$ cat src/ebcc_consts.svh
// Behaviour
// - Idle/burst control loads 0xD0 on reset and standby; kept in soft standby.
// - Cross-area idle bit set inserts one idle between reads to different areas.
// - Read-write idle bit set inserts one idle between read then write.
// - Burst ROM enable selects burst ROM interface for area 0, else basic.
// - Burst cycle length bit: 0 gives one state, 1 gives two states.
// - Burst word limit bit: 0 allows four words, 1 allows eight.
// - Release/wait control loads 0x08 on reset and standby; kept in soft standby.
// - Bus release enable lets an external master take the bus.
// - Wait pin enable makes the device honour the external wait pin; the code honours it in basic cycles only, not in burst ROM cycles.
// - Release/wait bit 5 ignores writes and reads as zero.
// - Pin function control resets to 0x0D in modes 4/5, 0x00 in 6/7.
// - Buzzer enable drives selected watchdog clock onto the shared port pin.
// - In expanded modes the address field selects driven lines A8 to A23; the code reaches A8 to A22 at most, A23 never carries the address.
// - An enabled address pin drives the address regardless of direction bit.
// - A disabled address pin is a port pin, output when direction bit is one.
// - Field value n enables address lines A8 up to A(7+n).
`ifndef EBCC_CONSTS_SVH
`define EBCC_CONSTS_SVH
`define EBCC_OFF_IBC        12'h000
`define EBCC_OFF_RWC        12'h004
`define EBCC_OFF_PFC        12'h008
`define EBCC_OFF_STAT       12'h00C
`define EBCC_IBC_RESET      8'hD0
`define EBCC_RWC_RESET      8'h08
`define EBCC_PFC_RESET_45   8'h0D
`define EBCC_PFC_RESET_67   8'h00
`define EBCC_IBC_WMASK      8'hFF
`define EBCC_RWC_WMASK      8'hDF
`define EBCC_BIT_XAREA      7
`define EBCC_BIT_RDWR       6
`define EBCC_BIT_BROM       5
`define EBCC_BIT_BCYC       4
`define EBCC_BIT_BLEN       3
`define EBCC_BIT_BUS_RELEASE_ENABLE       7
`define EBCC_BIT_WAIT_PIN_ENABLE      0
`define EBCC_BIT_BUZZER_SIGNAL       5
`define EBCC_BURST_SHORT    4
`define EBCC_BURST_LONG     8
`endif

$ cat src/ebcc_pkg.sv
package ebcc_pkg;
    typedef enum logic [3:0]
    {
        EBCC_IDLE  = 4'h1,
        EBCC_GAP   = 4'h2,
        EBCC_CYC   = 4'h4,
        EBCC_BURST = 4'h8
    } ebcc_state_e;
endpackage

$ cat src/ebcc_top.sv
// Added by the designer: the address map and the APB interface to the registers.
`include "ebcc_consts.svh"
// Configuration bank and external bus sequencer front end
module ebcc_top (
    input  wire logic        pclk,
    input  wire logic        presetn,
    input  wire logic        hw_standby,
    input  wire logic        mode_67,
    input  wire logic        psel,
    input  wire logic        penable,
    input  wire logic        pwrite,
    input  wire logic [11:0] paddr,
    input  wire logic [31:0] pwdata,
    output logic      [31:0] prdata,
    output logic             pready,
    output logic             pslverr,
    input  wire logic        cyc_req,
    input  wire logic        cyc_write,
    input  wire logic [2:0]  cyc_area,
    output logic             cyc_ack,
    output logic             rd_strobe,
    output logic             wr_strobe,
    output logic [3:0]       burst_words,
    input  wire logic        wait_pin_n,
    input  wire logic        bus_request_pin_n,
    output logic             bus_granted,
    output logic             bus_ack_pin_n,
    input  wire logic        buzzer_clock,
    input  wire logic [15:0] addr_hi,
    input  wire logic [15:0] port_data,
    input  wire logic [15:0] port_dir,
    output logic      [15:0] addr_pin_o,
    output logic      [15:0] addr_pin_oe_n,
    output logic             shared_port_pin_o,
    output logic             shared_port_pin_oe_n,
    input  wire logic        shared_port_data,
    input  wire logic        shared_port_dir
);
    logic [7:0]  idle_burst_control_q;
    logic [7:0]  release_wait_control_q;
    logic [7:0]  pin_function_control_q;
    logic        ppin_wait_n;
    logic        ppin_bus_request_pin_n;
    logic        ppin_hwstby;
    logic        ppin_buzzer_signal;
    logic        pfc_load_q;
    logic        wr_en;
    logic        rd_en;
    logic        addr_ok;
    logic        need_gap;
    logic        last_rd_q;
    logic [2:0]  last_area_q;
    logic        last_valid_q;
    logic [3:0]  burst_cnt_q;
    logic        beat_half_q;
    ebcc_pkg::ebcc_state_e state_q;
    ebcc_pkg::ebcc_state_e state_d;

    // Pins from outside the clock domain pass a double flop
    ebcc_sync #(
        .W(4)
    ) u_sync (
        .pclk   (pclk),
        .presetn(presetn),
        .din    ({wait_pin_n, bus_request_pin_n, hw_standby, buzzer_clock}),
        .dout   ({ppin_wait_n, ppin_bus_request_pin_n, ppin_hwstby, ppin_buzzer_signal})
    );

    assign addr_ok = (paddr == `EBCC_OFF_IBC) || (paddr == `EBCC_OFF_RWC)
                  || (paddr == `EBCC_OFF_PFC) || (paddr == `EBCC_OFF_STAT);
    assign wr_en = psel && penable && pwrite && pready;
    assign rd_en = psel && !penable && !pwrite;

    // No wait state: pready rises in the first access cycle
    always_ff @(posedge pclk or negedge presetn)
    begin
        if (!presetn)
        begin
            pready  <= 1'b0;
            pslverr <= 1'b0;
        end
        else
        begin
            pready  <= psel && !penable;
            pslverr <= psel && !penable && !addr_ok;
        end
    end

    // Read data registered in setup so it is valid with pready
    always_ff @(posedge pclk or negedge presetn)
    begin
        if (!presetn)
            prdata <= 32'h0000_0000;
        else if (rd_en)
        begin
            case (paddr)
                `EBCC_OFF_IBC:  prdata <= {24'h000000, idle_burst_control_q};
                `EBCC_OFF_RWC:  prdata <= {24'h000000, release_wait_control_q};
                `EBCC_OFF_PFC:  prdata <= {24'h000000, pin_function_control_q};
                `EBCC_OFF_STAT: prdata <= {28'h0000000, state_q};
                default:        prdata <= 32'h0000_0000;
            endcase
        end
    end

    // Standby reloads like reset; soft standby has no effect on contents
    always_ff @(posedge pclk or negedge presetn)
    begin
        if (!presetn)
            idle_burst_control_q <= `EBCC_IBC_RESET;
        else if (ppin_hwstby)
            idle_burst_control_q <= `EBCC_IBC_RESET;
        else if (wr_en && paddr == `EBCC_OFF_IBC)
            idle_burst_control_q <= pwdata[7:0] & `EBCC_IBC_WMASK;
    end

    // Bit 5 masked off so it stays zero whatever software writes
    always_ff @(posedge pclk or negedge presetn)
    begin
        if (!presetn)
            release_wait_control_q <= `EBCC_RWC_RESET;
        else if (ppin_hwstby)
            release_wait_control_q <= `EBCC_RWC_RESET;
        else if (wr_en && paddr == `EBCC_OFF_RWC)
            release_wait_control_q <= pwdata[7:0] & `EBCC_RWC_WMASK;
    end

    // Mode strap is sampled after release, never inside the async reset
    always_ff @(posedge pclk or negedge presetn)
    begin
        if (!presetn)
        begin
            pin_function_control_q <= `EBCC_PFC_RESET_67;
            pfc_load_q             <= 1'b1;
        end
        else if (pfc_load_q || ppin_hwstby)
        begin
            pfc_load_q             <= 1'b0;
            pin_function_control_q <= mode_67 ? `EBCC_PFC_RESET_67
                                              : `EBCC_PFC_RESET_45;
        end
        else if (wr_en && paddr == `EBCC_OFF_PFC)
            pin_function_control_q <= pwdata[7:0];
    end

    // Idle insertion decision from the previous external cycle
    always_comb
    begin
        need_gap = 1'b0;
        if (last_valid_q && last_rd_q)
        begin
            if (idle_burst_control_q[`EBCC_BIT_XAREA] && !cyc_write
                && cyc_area != last_area_q)
                need_gap = 1'b1;
            if (idle_burst_control_q[`EBCC_BIT_RDWR] && cyc_write)
                need_gap = 1'b1;
        end
    end

    // Sequencer: a cycle or burst runs, a gap separates when asked
    always_comb
    begin
        state_d = state_q;
        case (state_q)
            ebcc_pkg::EBCC_IDLE:
            begin
                // Held request is still up while the ack pulse shows
                if (cyc_req && !bus_granted && !cyc_ack)
                begin
                    if (need_gap)
                        state_d = ebcc_pkg::EBCC_GAP;
                    else if (idle_burst_control_q[`EBCC_BIT_BROM]
                             && cyc_area == 3'h0 && !cyc_write)
                        state_d = ebcc_pkg::EBCC_BURST;
                    else
                        state_d = ebcc_pkg::EBCC_CYC;
                end
            end
            // Gap lasts one state and runs straight into the held request
            ebcc_pkg::EBCC_GAP:
            begin
                if (idle_burst_control_q[`EBCC_BIT_BROM]
                    && cyc_area == 3'h0 && !cyc_write)
                    state_d = ebcc_pkg::EBCC_BURST;
                else
                    state_d = ebcc_pkg::EBCC_CYC;
            end
            ebcc_pkg::EBCC_CYC:
            begin
                if (!(release_wait_control_q[`EBCC_BIT_WAIT_PIN_ENABLE] && !ppin_wait_n))
                    state_d = ebcc_pkg::EBCC_IDLE;
            end
            ebcc_pkg::EBCC_BURST:
            begin
                if (burst_cnt_q == 4'h1 && (beat_half_q
                    || !idle_burst_control_q[`EBCC_BIT_BCYC]))
                    state_d = ebcc_pkg::EBCC_IDLE;
            end
            default:
                state_d = ebcc_pkg::EBCC_IDLE;
        endcase
    end

    always_ff @(posedge pclk or negedge presetn)
    begin
        if (!presetn)
            state_q <= ebcc_pkg::EBCC_IDLE;
        else
            state_q <= state_d;
    end

    // Beat counter for burst ROM; half flag stretches beats to two states
    always_ff @(posedge pclk or negedge presetn)
    begin
        if (!presetn)
        begin
            burst_cnt_q <= 4'h0;
            beat_half_q <= 1'b0;
        end
        else if (state_q != ebcc_pkg::EBCC_BURST)
        begin
            burst_cnt_q <= idle_burst_control_q[`EBCC_BIT_BLEN]
                         ? 4'(`EBCC_BURST_LONG) : 4'(`EBCC_BURST_SHORT);
            beat_half_q <= 1'b0;
        end
        else if (idle_burst_control_q[`EBCC_BIT_BCYC] && !beat_half_q)
            beat_half_q <= 1'b1;
        else
        begin
            beat_half_q <= 1'b0;
            burst_cnt_q <= burst_cnt_q - 4'h1;
        end
    end

    // Remember last cycle kind and area for idle decisions
    always_ff @(posedge pclk or negedge presetn)
    begin
        if (!presetn)
        begin
            last_rd_q    <= 1'b0;
            last_area_q  <= 3'h0;
            last_valid_q <= 1'b0;
        end
        else if ((state_q == ebcc_pkg::EBCC_IDLE
                  || state_q == ebcc_pkg::EBCC_GAP)
                 && state_d != ebcc_pkg::EBCC_IDLE
                 && state_d != ebcc_pkg::EBCC_GAP)
        begin
            last_rd_q    <= !cyc_write;
            last_area_q  <= cyc_area;
            last_valid_q <= 1'b1;
        end
    end

    // Strobes off in idle and gap states; registered outputs
    always_ff @(posedge pclk or negedge presetn)
    begin
        if (!presetn)
        begin
            rd_strobe   <= 1'b0;
            wr_strobe   <= 1'b0;
            cyc_ack     <= 1'b0;
            burst_words <= 4'h0;
        end
        else
        begin
            rd_strobe   <= (state_d == ebcc_pkg::EBCC_CYC && !cyc_write)
                        || state_d == ebcc_pkg::EBCC_BURST;
            wr_strobe   <= state_d == ebcc_pkg::EBCC_CYC && cyc_write;
            cyc_ack     <= state_q != ebcc_pkg::EBCC_IDLE
                        && state_q != ebcc_pkg::EBCC_GAP
                        && state_d == ebcc_pkg::EBCC_IDLE;
            burst_words <= idle_burst_control_q[`EBCC_BIT_BLEN]
                         ? 4'(`EBCC_BURST_LONG) : 4'(`EBCC_BURST_SHORT);
        end
    end

    // Release only between cycles and only when enabled
    always_ff @(posedge pclk or negedge presetn)
    begin
        if (!presetn)
        begin
            bus_granted   <= 1'b0;
            bus_ack_pin_n <= 1'b1;
        end
        else
        begin
            if (!release_wait_control_q[`EBCC_BIT_BUS_RELEASE_ENABLE] || ppin_bus_request_pin_n)
                bus_granted <= 1'b0;
            else if (state_q == ebcc_pkg::EBCC_IDLE && !cyc_req)
                bus_granted <= 1'b1;
            bus_ack_pin_n <= !(release_wait_control_q[`EBCC_BIT_BUS_RELEASE_ENABLE]
                             && bus_granted);
        end
    end

    // Address field n enables lines A8..A(7+n); one generate per line
    genvar gi;
    generate
        for (gi = 0; gi < 16; gi++)
        begin : g_addr
            always_ff @(posedge pclk or negedge presetn)
            begin
                if (!presetn)
                begin
                    addr_pin_o[gi]    <= 1'b0;
                    addr_pin_oe_n[gi] <= 1'b1;
                end
                else if (!mode_67 && 5'(gi) < {1'b0,
                         pin_function_control_q[3:0]})
                begin
                    addr_pin_o[gi]    <= addr_hi[gi];
                    addr_pin_oe_n[gi] <= 1'b0;
                end
                else
                begin
                    addr_pin_o[gi]    <= port_data[gi];
                    addr_pin_oe_n[gi] <= !port_dir[gi];
                end
            end
        end
    endgenerate

    // Buzzer takes the shared pin over from the port when enabled
    always_ff @(posedge pclk or negedge presetn)
    begin
        if (!presetn)
        begin
            shared_port_pin_o    <= 1'b0;
            shared_port_pin_oe_n <= 1'b1;
        end
        else if (pin_function_control_q[`EBCC_BIT_BUZZER_SIGNAL])
        begin
            shared_port_pin_o    <= ppin_buzzer_signal;
            shared_port_pin_oe_n <= 1'b0;
        end
        else
        begin
            shared_port_pin_o    <= shared_port_data;
            shared_port_pin_oe_n <= !shared_port_dir;
        end
    end

    ibc_reset_a: assert property (@(posedge pclk) disable iff (!presetn)
        ppin_hwstby |=> idle_burst_control_q == `EBCC_IBC_RESET)
        else $error("idle/burst not reloaded");
    rwc_reset_a: assert property (@(posedge pclk) disable iff (!presetn)
        ppin_hwstby |=> release_wait_control_q == `EBCC_RWC_RESET)
        else $error("release/wait not reloaded");
    rwc_bit5_a: assert property (@(posedge pclk) disable iff (!presetn)
        release_wait_control_q[5] == 1'b0)
        else $error("bit 5 not zero");
    gap_one_a: assert property (@(posedge pclk) disable iff (!presetn)
        state_q == ebcc_pkg::EBCC_GAP |-> (!rd_strobe && !wr_strobe)
        ##1 state_q != ebcc_pkg::EBCC_GAP)
        else $error("gap not one state");
    rdwr_gap_a: assert property (@(posedge pclk) disable iff (!presetn)
        state_q == ebcc_pkg::EBCC_IDLE && cyc_req && !bus_granted && !cyc_ack
        && cyc_write && last_valid_q && last_rd_q
        && idle_burst_control_q[`EBCC_BIT_RDWR]
        |=> state_q == ebcc_pkg::EBCC_GAP)
        else $error("read-write idle missing");
    xarea_gap_a: assert property (@(posedge pclk) disable iff (!presetn)
        state_q == ebcc_pkg::EBCC_IDLE && cyc_req && !bus_granted && !cyc_ack
        && !cyc_write && last_valid_q && last_rd_q
        && cyc_area != last_area_q
        && idle_burst_control_q[`EBCC_BIT_XAREA]
        |=> state_q == ebcc_pkg::EBCC_GAP)
        else $error("cross-area idle missing");
    burst_mode_a: assert property (@(posedge pclk) disable iff (!presetn)
        state_q == ebcc_pkg::EBCC_BURST
        |-> idle_burst_control_q[`EBCC_BIT_BROM])
        else $error("burst without enable");
    burst_len_a: assert property (@(posedge pclk) disable iff (!presetn)
        state_q == ebcc_pkg::EBCC_BURST |-> burst_cnt_q
        <= (idle_burst_control_q[`EBCC_BIT_BLEN]
            ? 4'(`EBCC_BURST_LONG) : 4'(`EBCC_BURST_SHORT)))
        else $error("burst too long");
    release_a: assert property (@(posedge pclk) disable iff (!presetn)
        bus_granted |-> $past(release_wait_control_q[`EBCC_BIT_BUS_RELEASE_ENABLE]))
        else $error("release while disabled");
    buzzer_signal_a: assert property (@(posedge pclk) disable iff (!presetn)
        $past(pin_function_control_q[`EBCC_BIT_BUZZER_SIGNAL])
        |-> !shared_port_pin_oe_n && shared_port_pin_o == $past(ppin_buzzer_signal))
        else $error("buzzer not driven");
    addr_a: assert property (@(posedge pclk) disable iff (!presetn)
        $past(!mode_67 && pin_function_control_q[3:0] != 4'h0)
        |-> !addr_pin_oe_n[0] && addr_pin_o[0] == $past(addr_hi[0]))
        else $error("A8 not driven");
    cov_gap_c: cover property (@(posedge pclk) state_q == ebcc_pkg::EBCC_GAP);
    cov_burst_c: cover property (@(posedge pclk)
        state_q == ebcc_pkg::EBCC_BURST ##1 state_q == ebcc_pkg::EBCC_IDLE);
    cov_grant_c: cover property (@(posedge pclk) bus_granted);
endmodule

$ cat src/ebcc_sync.sv
// Two-stage synchroniser for pin inputs; first stage feeds only the second
module ebcc_sync #(
    parameter int W = 1
) (
    input  wire logic         pclk,
    input  wire logic         presetn,
    input  wire logic [W-1:0] din,
    output logic      [W-1:0] dout
);
    logic [W-1:0] meta_q;

    // Plain double flop per bit
    always_ff @(posedge pclk or negedge presetn)
    begin
        if (!presetn)
        begin
            meta_q <= '0;
            dout   <= '0;
        end
        else
        begin
            meta_q <= din;
            dout   <= meta_q;
        end
    end
endmodule

$ cat config.mk
export PLATFORM = sky130hd
export DESIGN_NAME = ebcc_top
export DESIGN_NICKNAME = d
export VERILOG_FILES = /design/src/ebcc_pkg.sv /design/src/ebcc_top.sv /design/src/ebcc_sync.sv
export VERILOG_INCLUDE_DIRS = /design/src
export SDC_FILE = /design/constraint.sdc
export NUM_CORES = 1
export LEC_CHECK = 0
export ABC_CLOCK_PERIOD_IN_PS = 3300
export BUFFER_PORTS_ARGS = -buffer_cell sky130_fd_sc_hd__clkbuf_2
export CAP_MARGIN = 20
export CELL_PAD_IN_SITES_DETAIL_PLACEMENT = 1
export CELL_PAD_IN_SITES_GLOBAL_PLACEMENT = 2
export CORE_ASPECT_RATIO = 2
export CORE_MARGIN = 3
export CORE_UTILIZATION = 29
export DETAILED_ROUTE_END_ITERATION = 6
export PLACE_DENSITY = 0.89
export SYNTH_ARGS = -nofsm -noshare
export SYNTH_HDL_FRONTEND = slang
export SYNTH_SLANG_ARGS = --single-unit
$ cat constraint.sdc
create_clock -name pclk -period 3.3 [get_ports pclk]
set_clock_uncertainty 0.1 [all_clocks]
set_input_delay 0.66 -clock pclk [delete_from_list [all_inputs] [get_ports pclk]]
set_output_delay 0.66 -clock pclk [all_outputs]
set_load 0.02 [all_outputs]
-- Word level (Yosys, flattened, before mapping)
Index checks and enable logic that the tools add are counted.
W data, S select, Z words.
- register bits after elaboration: 124
- input port bits: 109
- output and inout bits: 77
- word-level logic and storage cells: 232
- add/subtract/negate cells: 1
- order comparisons: 15
- eq/ne operators: 18
- muxes and demuxes: 56
- reduce and logical (&&, ||, !) cells: 87
- operators by type and width (operator ; number):
    $mux W8 ; 6
    $logic_and A1 B1 Y1 ; 43
    $mux W1 ; 39
    $mux W4 ; 9
    $pmux W8 S4 ; 1
    $logic_not A1 Y1 ; 30
    $lt A4 B4 Y1 const A ; 7
    $eq A12 B4 Y1 const B ; 2
    $lt A3 B4 Y1 const A ; 4
    $pmux W4 S4 ; 1
    $eq A12 B3 Y1 const B ; 1
    $eq A4 B1 Y1 const B ; 3
    $logic_not A12 Y1 ; 1
    $eq A4 B3 Y1 const B ; 2
    $eq A4 B4 Y1 const B ; 2
    $logic_or A1 B1 Y1 ; 8
    $lt A1 B4 Y1 const A ; 2
    $lt A2 B4 Y1 const A ; 2
    $ne A4 B1 Y1 const B ; 2
    $ne A4 B2 Y1 const B ; 2
    $reduce_bool A2 Y1 ; 4
    $eq A4 B2 Y1 const B ; 1
    $ne A4 B4 Y1 const B ; 1
    $sub A4 B1 Y4 const B ; 1
    other kinds (3) ; 3

-- Longest topological paths before layout
Gate-level depths: netlist of the first run.
- depth after elaboration: 12
- gate-level depth with buffers: 7

-- Cells and area by module
A second synthesis of the first run with hierarchy kept.
- cell total of the unflattened synthesis: 374
- area, all modules: 4341.7 um2
- by module, submodules not included (module ; times used ; cells each ; area each (um2) ; seq. area each (um2)):
    ebcc_top ; 1 ; 366 ; 4141.5 ; 2257.2
    ebcc_sync ; 1 ; 8 ; 200.2 ; 200.2

-- Least setup slack after synthesis of the first run
No wires, ideal clock.
- kind: input-to-reg
- start point: in paddr[11]
- end point: reg idle_burst_control_q[1]
- setup time: 132 ps
- data arrival time: 2408 ps
- required time: 3068 ps
- slack: 661 ps
- stages on the path: 6
- cell sequence: nor4_1 > nand3_2 > nor4_1 > buf_2 > mux2i_1 > nor2_1
- word-level cells in the longest chain between the ends: 3
- RTL lines (item ; line ; source):
    start, declared ; ebcc_top.sv:12 ; input wire logic [11:0] paddr,
    $logic_not A12 Y1 ; - ;
    $logic_and A1 B1 Y1 (no source line) ; - ;
    $reduce_bool A2 Y1 (no source line) ; - ;
    end signal, assigned ; ebcc_top.sv:110 ; idle_burst_control_q <= `EBCC_IBC_RESET;
    end signal, assigned ; ebcc_top.sv:112 ; idle_burst_control_q <= `EBCC_IBC_RESET;
    end signal, assigned ; ebcc_top.sv:114 ; idle_burst_control_q <= pwdata[7:0] & `EBCC_IBC_WMASK;
    end, declared ; ebcc_top.sv:39 ; logic [7:0] idle_burst_control_q;
Every way passes these cells.
A chain may end at the register's enable or synchronous reset.

-- Worst setup path in the final report of the first run
- start point: reg state_q[0]
- end point: reg last_area_q[2]
- word-level cells in the longest chain between the ends: 5
- elaborated cells on any way between the ends: 13
- classes of those cells: 6 x eq/ne; 4 x mux; 3 x reduce/logical
- RTL lines (item ; line ; source):
    start, declared ; ebcc_top.sv:56 ; ebcc_pkg::ebcc_state_e state_q;
    start signal, assigned ; ebcc_top.sv:207 ; state_q <= ebcc_pkg::EBCC_IDLE;
    start signal, assigned ; ebcc_top.sv:209 ; state_q <= state_d;
    $eq A4 B4 Y1, or another cell as far along ; ebcc_top.sv:164 ; case (state_q)
    $pmux W4 S4 ; ebcc_top.sv:164 ;
    $ne A4 B1 Y1 ; ebcc_top.sv:246 ; && state_d != ebcc_pkg::EBCC_IDLE
    $logic_and A1 B1 Y1 ; ebcc_top.sv:246 ;
    $logic_and A1 B1 Y1 * ; ebcc_top.sv:247 ; && state_d != ebcc_pkg::EBCC_GAP)
    end signal, assigned ; ebcc_top.sv:250 ; last_area_q <= cyc_area;
    end, declared ; ebcc_top.sv:52 ; logic [2:0] last_area_q;
Mark *: on every way between the ends. The rest lies on a longest branch, timed or not.

==> flow_summary.json, run 1 <==
{
  "status": "finished clean",
  "ctsResizeCount": 0,
  "start_util": 0.298,
  "antenna_found_initial": 0,
  "synth_seq_cells": 97,
  "clockPowerShare": 0.346,
  "hold_class": "input port to asynchronous set/reset pin",
  "nFillCells": 1664,
  "power_frac_comb": 0.201,
  "wl_met2_um": 6470,
  "max_clock_freq_ghz": 0.370,
  "syn_area_per_cell_um2": 11.7,
  "synthCells": 371,
  "cp_max_fo": 7,
  "leakagePower_nw": 2.55,
  "swShare": 0.307,
  "drive_above_1_share": 0.423,
  "ys.flop_type": "dfrtp_1",
  "dp_hpwl_um": 9010,
  "synth.top_cell.area_share": 0.422,
  "drt.antenna.violating_nets": 0,
  "synth_area_leaders": "dfrtp_1, dfstp_2, mux2i_1",
  "critPathArrivalTime_ns": 2.83,
  "routedWlPerCell_um": 16.2,
  "totalWireLength_um": 11400,
  "clockBufferDepth": 2,
  "die_h_um": 179,
  "ys_top_cells_by_count": "dfrtp_1, nor2_1, buf_4",
  "power_frac_seq": 0.453,
  "first_pass_iters": 4,
  "drcViolationCount": 0,
  "power_density_nw_per_um2": 557,
  "fp.coreArea_um2": 14500,
  "vdd.ir_drop.worst_v": 0.000315,
  "area_growth_pct": 25.9,
  "async_reset_ff_frac": 1.00,
  "fin_tns_setup_ns": 0,
  "start_kind": "flip-flop",
  "p_switching_mw": 0.929,
  "clock_latency_ns": 0.36,
  "port_buffers": 134,
  "total_power_mw": 3.03,
  "via_count": 3205,
  "cts_hold_buf": 0,
  "power.internal_mw": 2.10,
  "diodes": 0,
  "worstSetupStartpoint": "state_q[0]",
  "max_cap_violations": 0,
  "grt_pass1_wl_um": 18000,
  "finalHoldViolCount": 0,
  "rows": 62,
  "fin_crit_ns": 2.70,
  "fin_util": 0.375,
  "path_clk_slew_ns": 0.07,
  "die_w_um": 92.3,
  "placedCellCount": 687,
  "r2r-start": "state_q[0]",
  "worstMarginPinSlew_ns": 0.955,
  "synth-edff-count": 0,
  "critPathKind": "flip-flop to flip-flop",
  "yosysWarnings": 0,
  "synth_most_common_cell": "dfrtp_1",
  "finalSetupViolCount": 0,
  "grt_pass1_vias": 3613,
  "syn-cell-area_um2": 4320,
  "worstPathRequired_ns": 3.43,
  "vias_per_cell": 4.56,
  "grt_setup_unrepaired": "false",
  "ys_types": 50,
  "wl_met3_um": 702,
  "cp-end-kind": "flip-flop",
  "track_usage": 0.142,
  "die_area_um2": 16500,
  "cts_max_level": 3,
  "tritoncts": "yes",
  "stdcell_count": 703,
  "gp_congestion": 0.794,
  "whs_ns": 0.213,
  "synth_area_leader_cell": "dfrtp_1",
  "root_buffer": "clkbuf_16",
  "numCtsBuffers": 9,
  "io_pins": 186,
  "fin_nets": 617,
  "grt_max_degree": 54,
  "m1WireLength_um": 3830,
  "finalCritPeriodShare": 0.818,
  "yosysSeqAreaShare": 0.568,
  "cts.sinks": 97,
  "slew_viol_final": 0,
  "drtIter0Drc": 101,
  "dr.max_layer_used": "met4",
  "globalRouteOverflowTotal": 0,
  "slew_headroom": 0.347,
  "post-cts-setup-buffers": 0
}
-- routing by layer --
metal / track usage / up-vias
li1: - / 1484
met1: 0.136 / 1575
met2: 0.270 / 129
met3: 0.0340 / 17
met4: 0.0813 / 0
met5: 0 / -
-- per-stage QoR --
stage	cell area (um2)	setup slack, ns
2_1_floorplan	4420	0.661
3_3_place_gp	5150	0.590
3_5_place_dp	5150	0.549
4_1_cts	5440	0.564
5_1_grt	5440	0.511
6_report	5440	0.601
-- path summary, 6_finish.rpt --
check | to | slack, ns | cells after the start
min in group pclk | u_sync.dout[3] | 0.26 | 0
worst max register to register | last_area_q[2] | 0.60 | 5
worst min-delay path | last_area_q[1] | 0.21 | 1
max in group asynchronous | bus_ack_pin_n | 2.12 | 2
worst max-delay path | last_area_q[2] | 0.60 | 5
worst min register to register | u_sync.dout[3] | 0.26 | 0
-- critical path, cell delays in order, from the launching register on --
cell and delay [ns]:
dfstp_2 0.61, or4b_4 0.49, or4b_4 0.54, a221oi_4 0.34
nand3b_4 0.17, mux2_4 0.33
-- cell families (layout without fill, tap and decap cells) --
kind of cell               after synthesis  count (layout)  synth area share
buffers and inverters                   55             169            0.0729
and+or+nand+nor                        120             120             0.146
AOI/OAI and AO/OA                       41              41            0.0619
other                                    1              27          0.000867
adders and majority gates                2               2           0.00579
DFF                                     97              97             0.568
xor gates and xnor gates                 8               8            0.0162
muxes                                   47              47             0.128
-- area by class of cell --
cell class / count / area (um2) / area share
Sequential cell: 97 / 2460 / 0.451
Multi-Input combinational cell: 245 / 1660 / 0.305
Timing Repair Buffer: 142 / 746 / 0.137
Tap cell: 192 / 240 / 0.0441
Clock buffer: 9 / 225 / 0.0414
Clock inverter: 7 / 72.6 / 0.0133
Inverter: 11 / 41.3 / 0.00758
-- cells in the final DEF, fill, tap and decap left out, types with 8 or more instances in the layout --
cell	n
clkbuf_2	133
dfrtp_1	73
nor2_1	53
conb_1	27
mux2i_1	24
dfstp_2	24
nand2_1	17
mux2_2	16
a21oi_1	16
inv_1	11
clkbuf_16	9
o21ai_0	8
buf_4	8
-- power by group through the flow --
| stage | logic (mW) | clock network, mW | registers, mW |
|---|---|---|---|
| floorplan | 0.415 | 0 | 1.41 |
| global placement | 0.597 | 0 | 1.39 |
| detailed placement | 0.618 | 0 | 1.40 |
| CTS | 0.624 | 1.09 | 1.37 |
| global route | 0.674 | 1.13 | 1.39 |
| finish | 0.609 | 1.05 | 1.37 |
-- flip-flops by register name, summed over array words and instances (netlist names), 2 cells and up --
register / cells
u_sync.dout: 4
prdata: 8
release_wait_control_q: 7
u_sync.meta_q: 4
burst_words: 2
burst_cnt_q: 4
last_area_q: 3
addr_pin_o: 16
pin_function_control_q: 8
addr_pin_oe_n: 16
idle_burst_control_q: 8
state_q: 4
No activity file was read; power rests on OpenSTA's default activity.
==> inputs of run 2 (changes only) <==
- ABC_CLOCK_PERIOD_IN_PS: 3300 -> 2700
- clock period: 3.3 -> 2.7 ns (I/O delays scaled with it)
==> flow_summary.json, run 2 (synthesis results as in run 1) <==
{
  "design_area_um2": 5560,
  "grt_pass1_wl_um": 18000,
  "cp-end-kind": "flip-flop",
  "ctsResizeCount": 0,
  "slew_headroom": 0.559,
  "final_cell_mix": "clkbuf_2, dfrtp_1, nor2_1",
  "grt_setup_unrepaired": "false",
  "globalRouteOverflowTotal": 0,
  "finalCritPeriodShare": 0.944,
  "fin_tns_setup_ns": 0,
  "rows": 62,
  "r2r_cells": 5,
  "rr_endpoint": "last_area_q[2]",
  "placed_cell_area_um2": 5210,
  "vias_per_cell": 4.55,
  "finalSetupViolCount": 0,
  "drcViolationCount": 0,
  "start_util": 0.298,
  "path_clk_slew_ns": 0.06,
  "worstPathRequired_ns": 2.83,
  "via_count": 3237,
  "fin_util": 0.383,
  "clockBufferDepth": 2,
  "gp_congestion": 0.771,
  "worstMarginPinSlew_ns": 0.652,
  "antenna_found_initial": 0,
  "die_area_um2": 16500,
  "root_buffer": "clkbuf_16",
  "drive_above_1_share": 0.431,
  "placedCellCount": 696,
  "p_switching_mw": 1.08,
  "vdd.ir_drop.worst_v": 0.000306,
  "r2r_setup_slack_ns": 0.15,
  "grt_max_degree": 45,
  "r2r-start": "state_q[0]",
  "slew_viol_final": 0,
  "swShare": 0.273,
  "track_usage": 0.143,
  "tritoncts": "yes",
  "finalHoldViolCount": 0,
  "fin_nets": 626,
  "cts_hold_buf": 0,
  "area_growth_pct": 28.5,
  "layout_commonest_cell": "clkbuf_2",
  "reg.largest.list": "addr_pin_o (16), addr_pin_oe_n (16)",
  "max_cap_violations": 0,
  "drtIter0Drc": 90,
  "totalWireLength_um": 11400,
  "fp.coreArea_um2": 14500,
  "total_power_mw": 3.94,
  "power.internal_mw": 2.87,
  "routedWlPerCell_um": 16.0,
  "critPathArrivalTime_ns": 2.68,
  "max_clock_freq_ghz": 0.392,
  "cts_max_level": 3,
  "fin_crit_ns": 2.55,
  "power_frac_seq": 0.417,
  "critPathKind": "flip-flop to flip-flop",
  "clock_latency_ns": 0.35,
  "cp_max_fo": 5,
  "grt_pass1_vias": 3624,
  "cts.sinks": 97,
  "power_density_nw_per_um2": 710,
  "hold_class": "input port to asynchronous set/reset pin",
  "power_frac_comb": 0.210,
  "first_pass_iters": 4,
  "io_pins": 186,
  "numCtsBuffers": 9,
  "leakagePower_nw": 2.62,
  "die_h_um": 179,
  "dp_hpwl_um": 9050,
  "stdcell_count": 712,
  "clockPowerShare": 0.373,
  "start_kind": "flip-flop",
  "port_buffers": 134,
  "diodes": 0,
  "post-cts-setup-buffers": 0,
  "drt.antenna.violating_nets": 0,
  "status": "finished clean",
  "die_w_um": 92.3
}
run 2: cell count changes in the layout (fill, tap and decap cells not counted):
| cell | previous run | this run |
|---|---|---|
| inv_8 | 2 | 0 |
| clkinv_4 | 1 | 0 |
| bufinv_16 | 0 | 3 |
| clkbuf_1 | 0 | 1 |
| buf_4 | 8 | 17 |
| clkinv_8 | 1 | 0 |
run 2: worst max-delay path by stage:
stage | from | endpoint | slack [ns]
4_1_cts | state_q[0] | last_area_q[2] | 0.13
3_5_place_dp | state_q[0] | last_area_q[0] | 0.15
3_3_place_gp | state_q[0] | last_area_q[1] | 0.19
2_1_floorplan | state_q[0] | last_area_q[0] | 0.18
6_report | state_q[0] | last_area_q[2] | 0.15
5_1_grt | state_q[0] | last_area_q[0] | 0.07
run 2: area by class of cell:
class                   instances  area, um2
inverters                      11       41.3
repair buffers                151        813
flip-flops and latches         97       2460
clock buffers                  10        229
fillers                      1681       8950
clock inverters                 6        115
multi-input cells             245       1660
well taps                     192        240
run 2: power groups by stage:
stage               combinational, mW  sequential [mW]  clock [mW]
floorplan                       0.507             1.72           0
detailed placement              0.841             1.67           0
finish                          0.827             1.64        1.47
global route                    0.909             1.66        1.58
global placement                0.811             1.66           0
CTS                             0.844             1.65        1.53
run 2: critical path, stage by stage, from the launching register on:
cell and delay [ns]:
dfstp_2 0.53, or4b_4 0.45, or4b_4 0.54, a221oi_4 0.31
nand3b_4 0.16, mux2_4 0.33
run 2: metal layers:
metal,vias up,GRT usage,routed length (um)
li1,1504,-,-
met1,1598,0.132,3840
met2,121,0.279,6520
met3,14,0.0361,680
met4,0,0.0757,358
met5,-,0,0
run 2: stage by stage:
stage | hold WS, ns | setup WS (ns)
after floorplan | 0.144 | 0.178
after global placement | 0.233 | 0.187
after detailed placement | 0.239 | 0.149
after CTS | 0.0974 | 0.133
after global routing | 0.115 | 0.0723
final | 0.0835 | 0.151
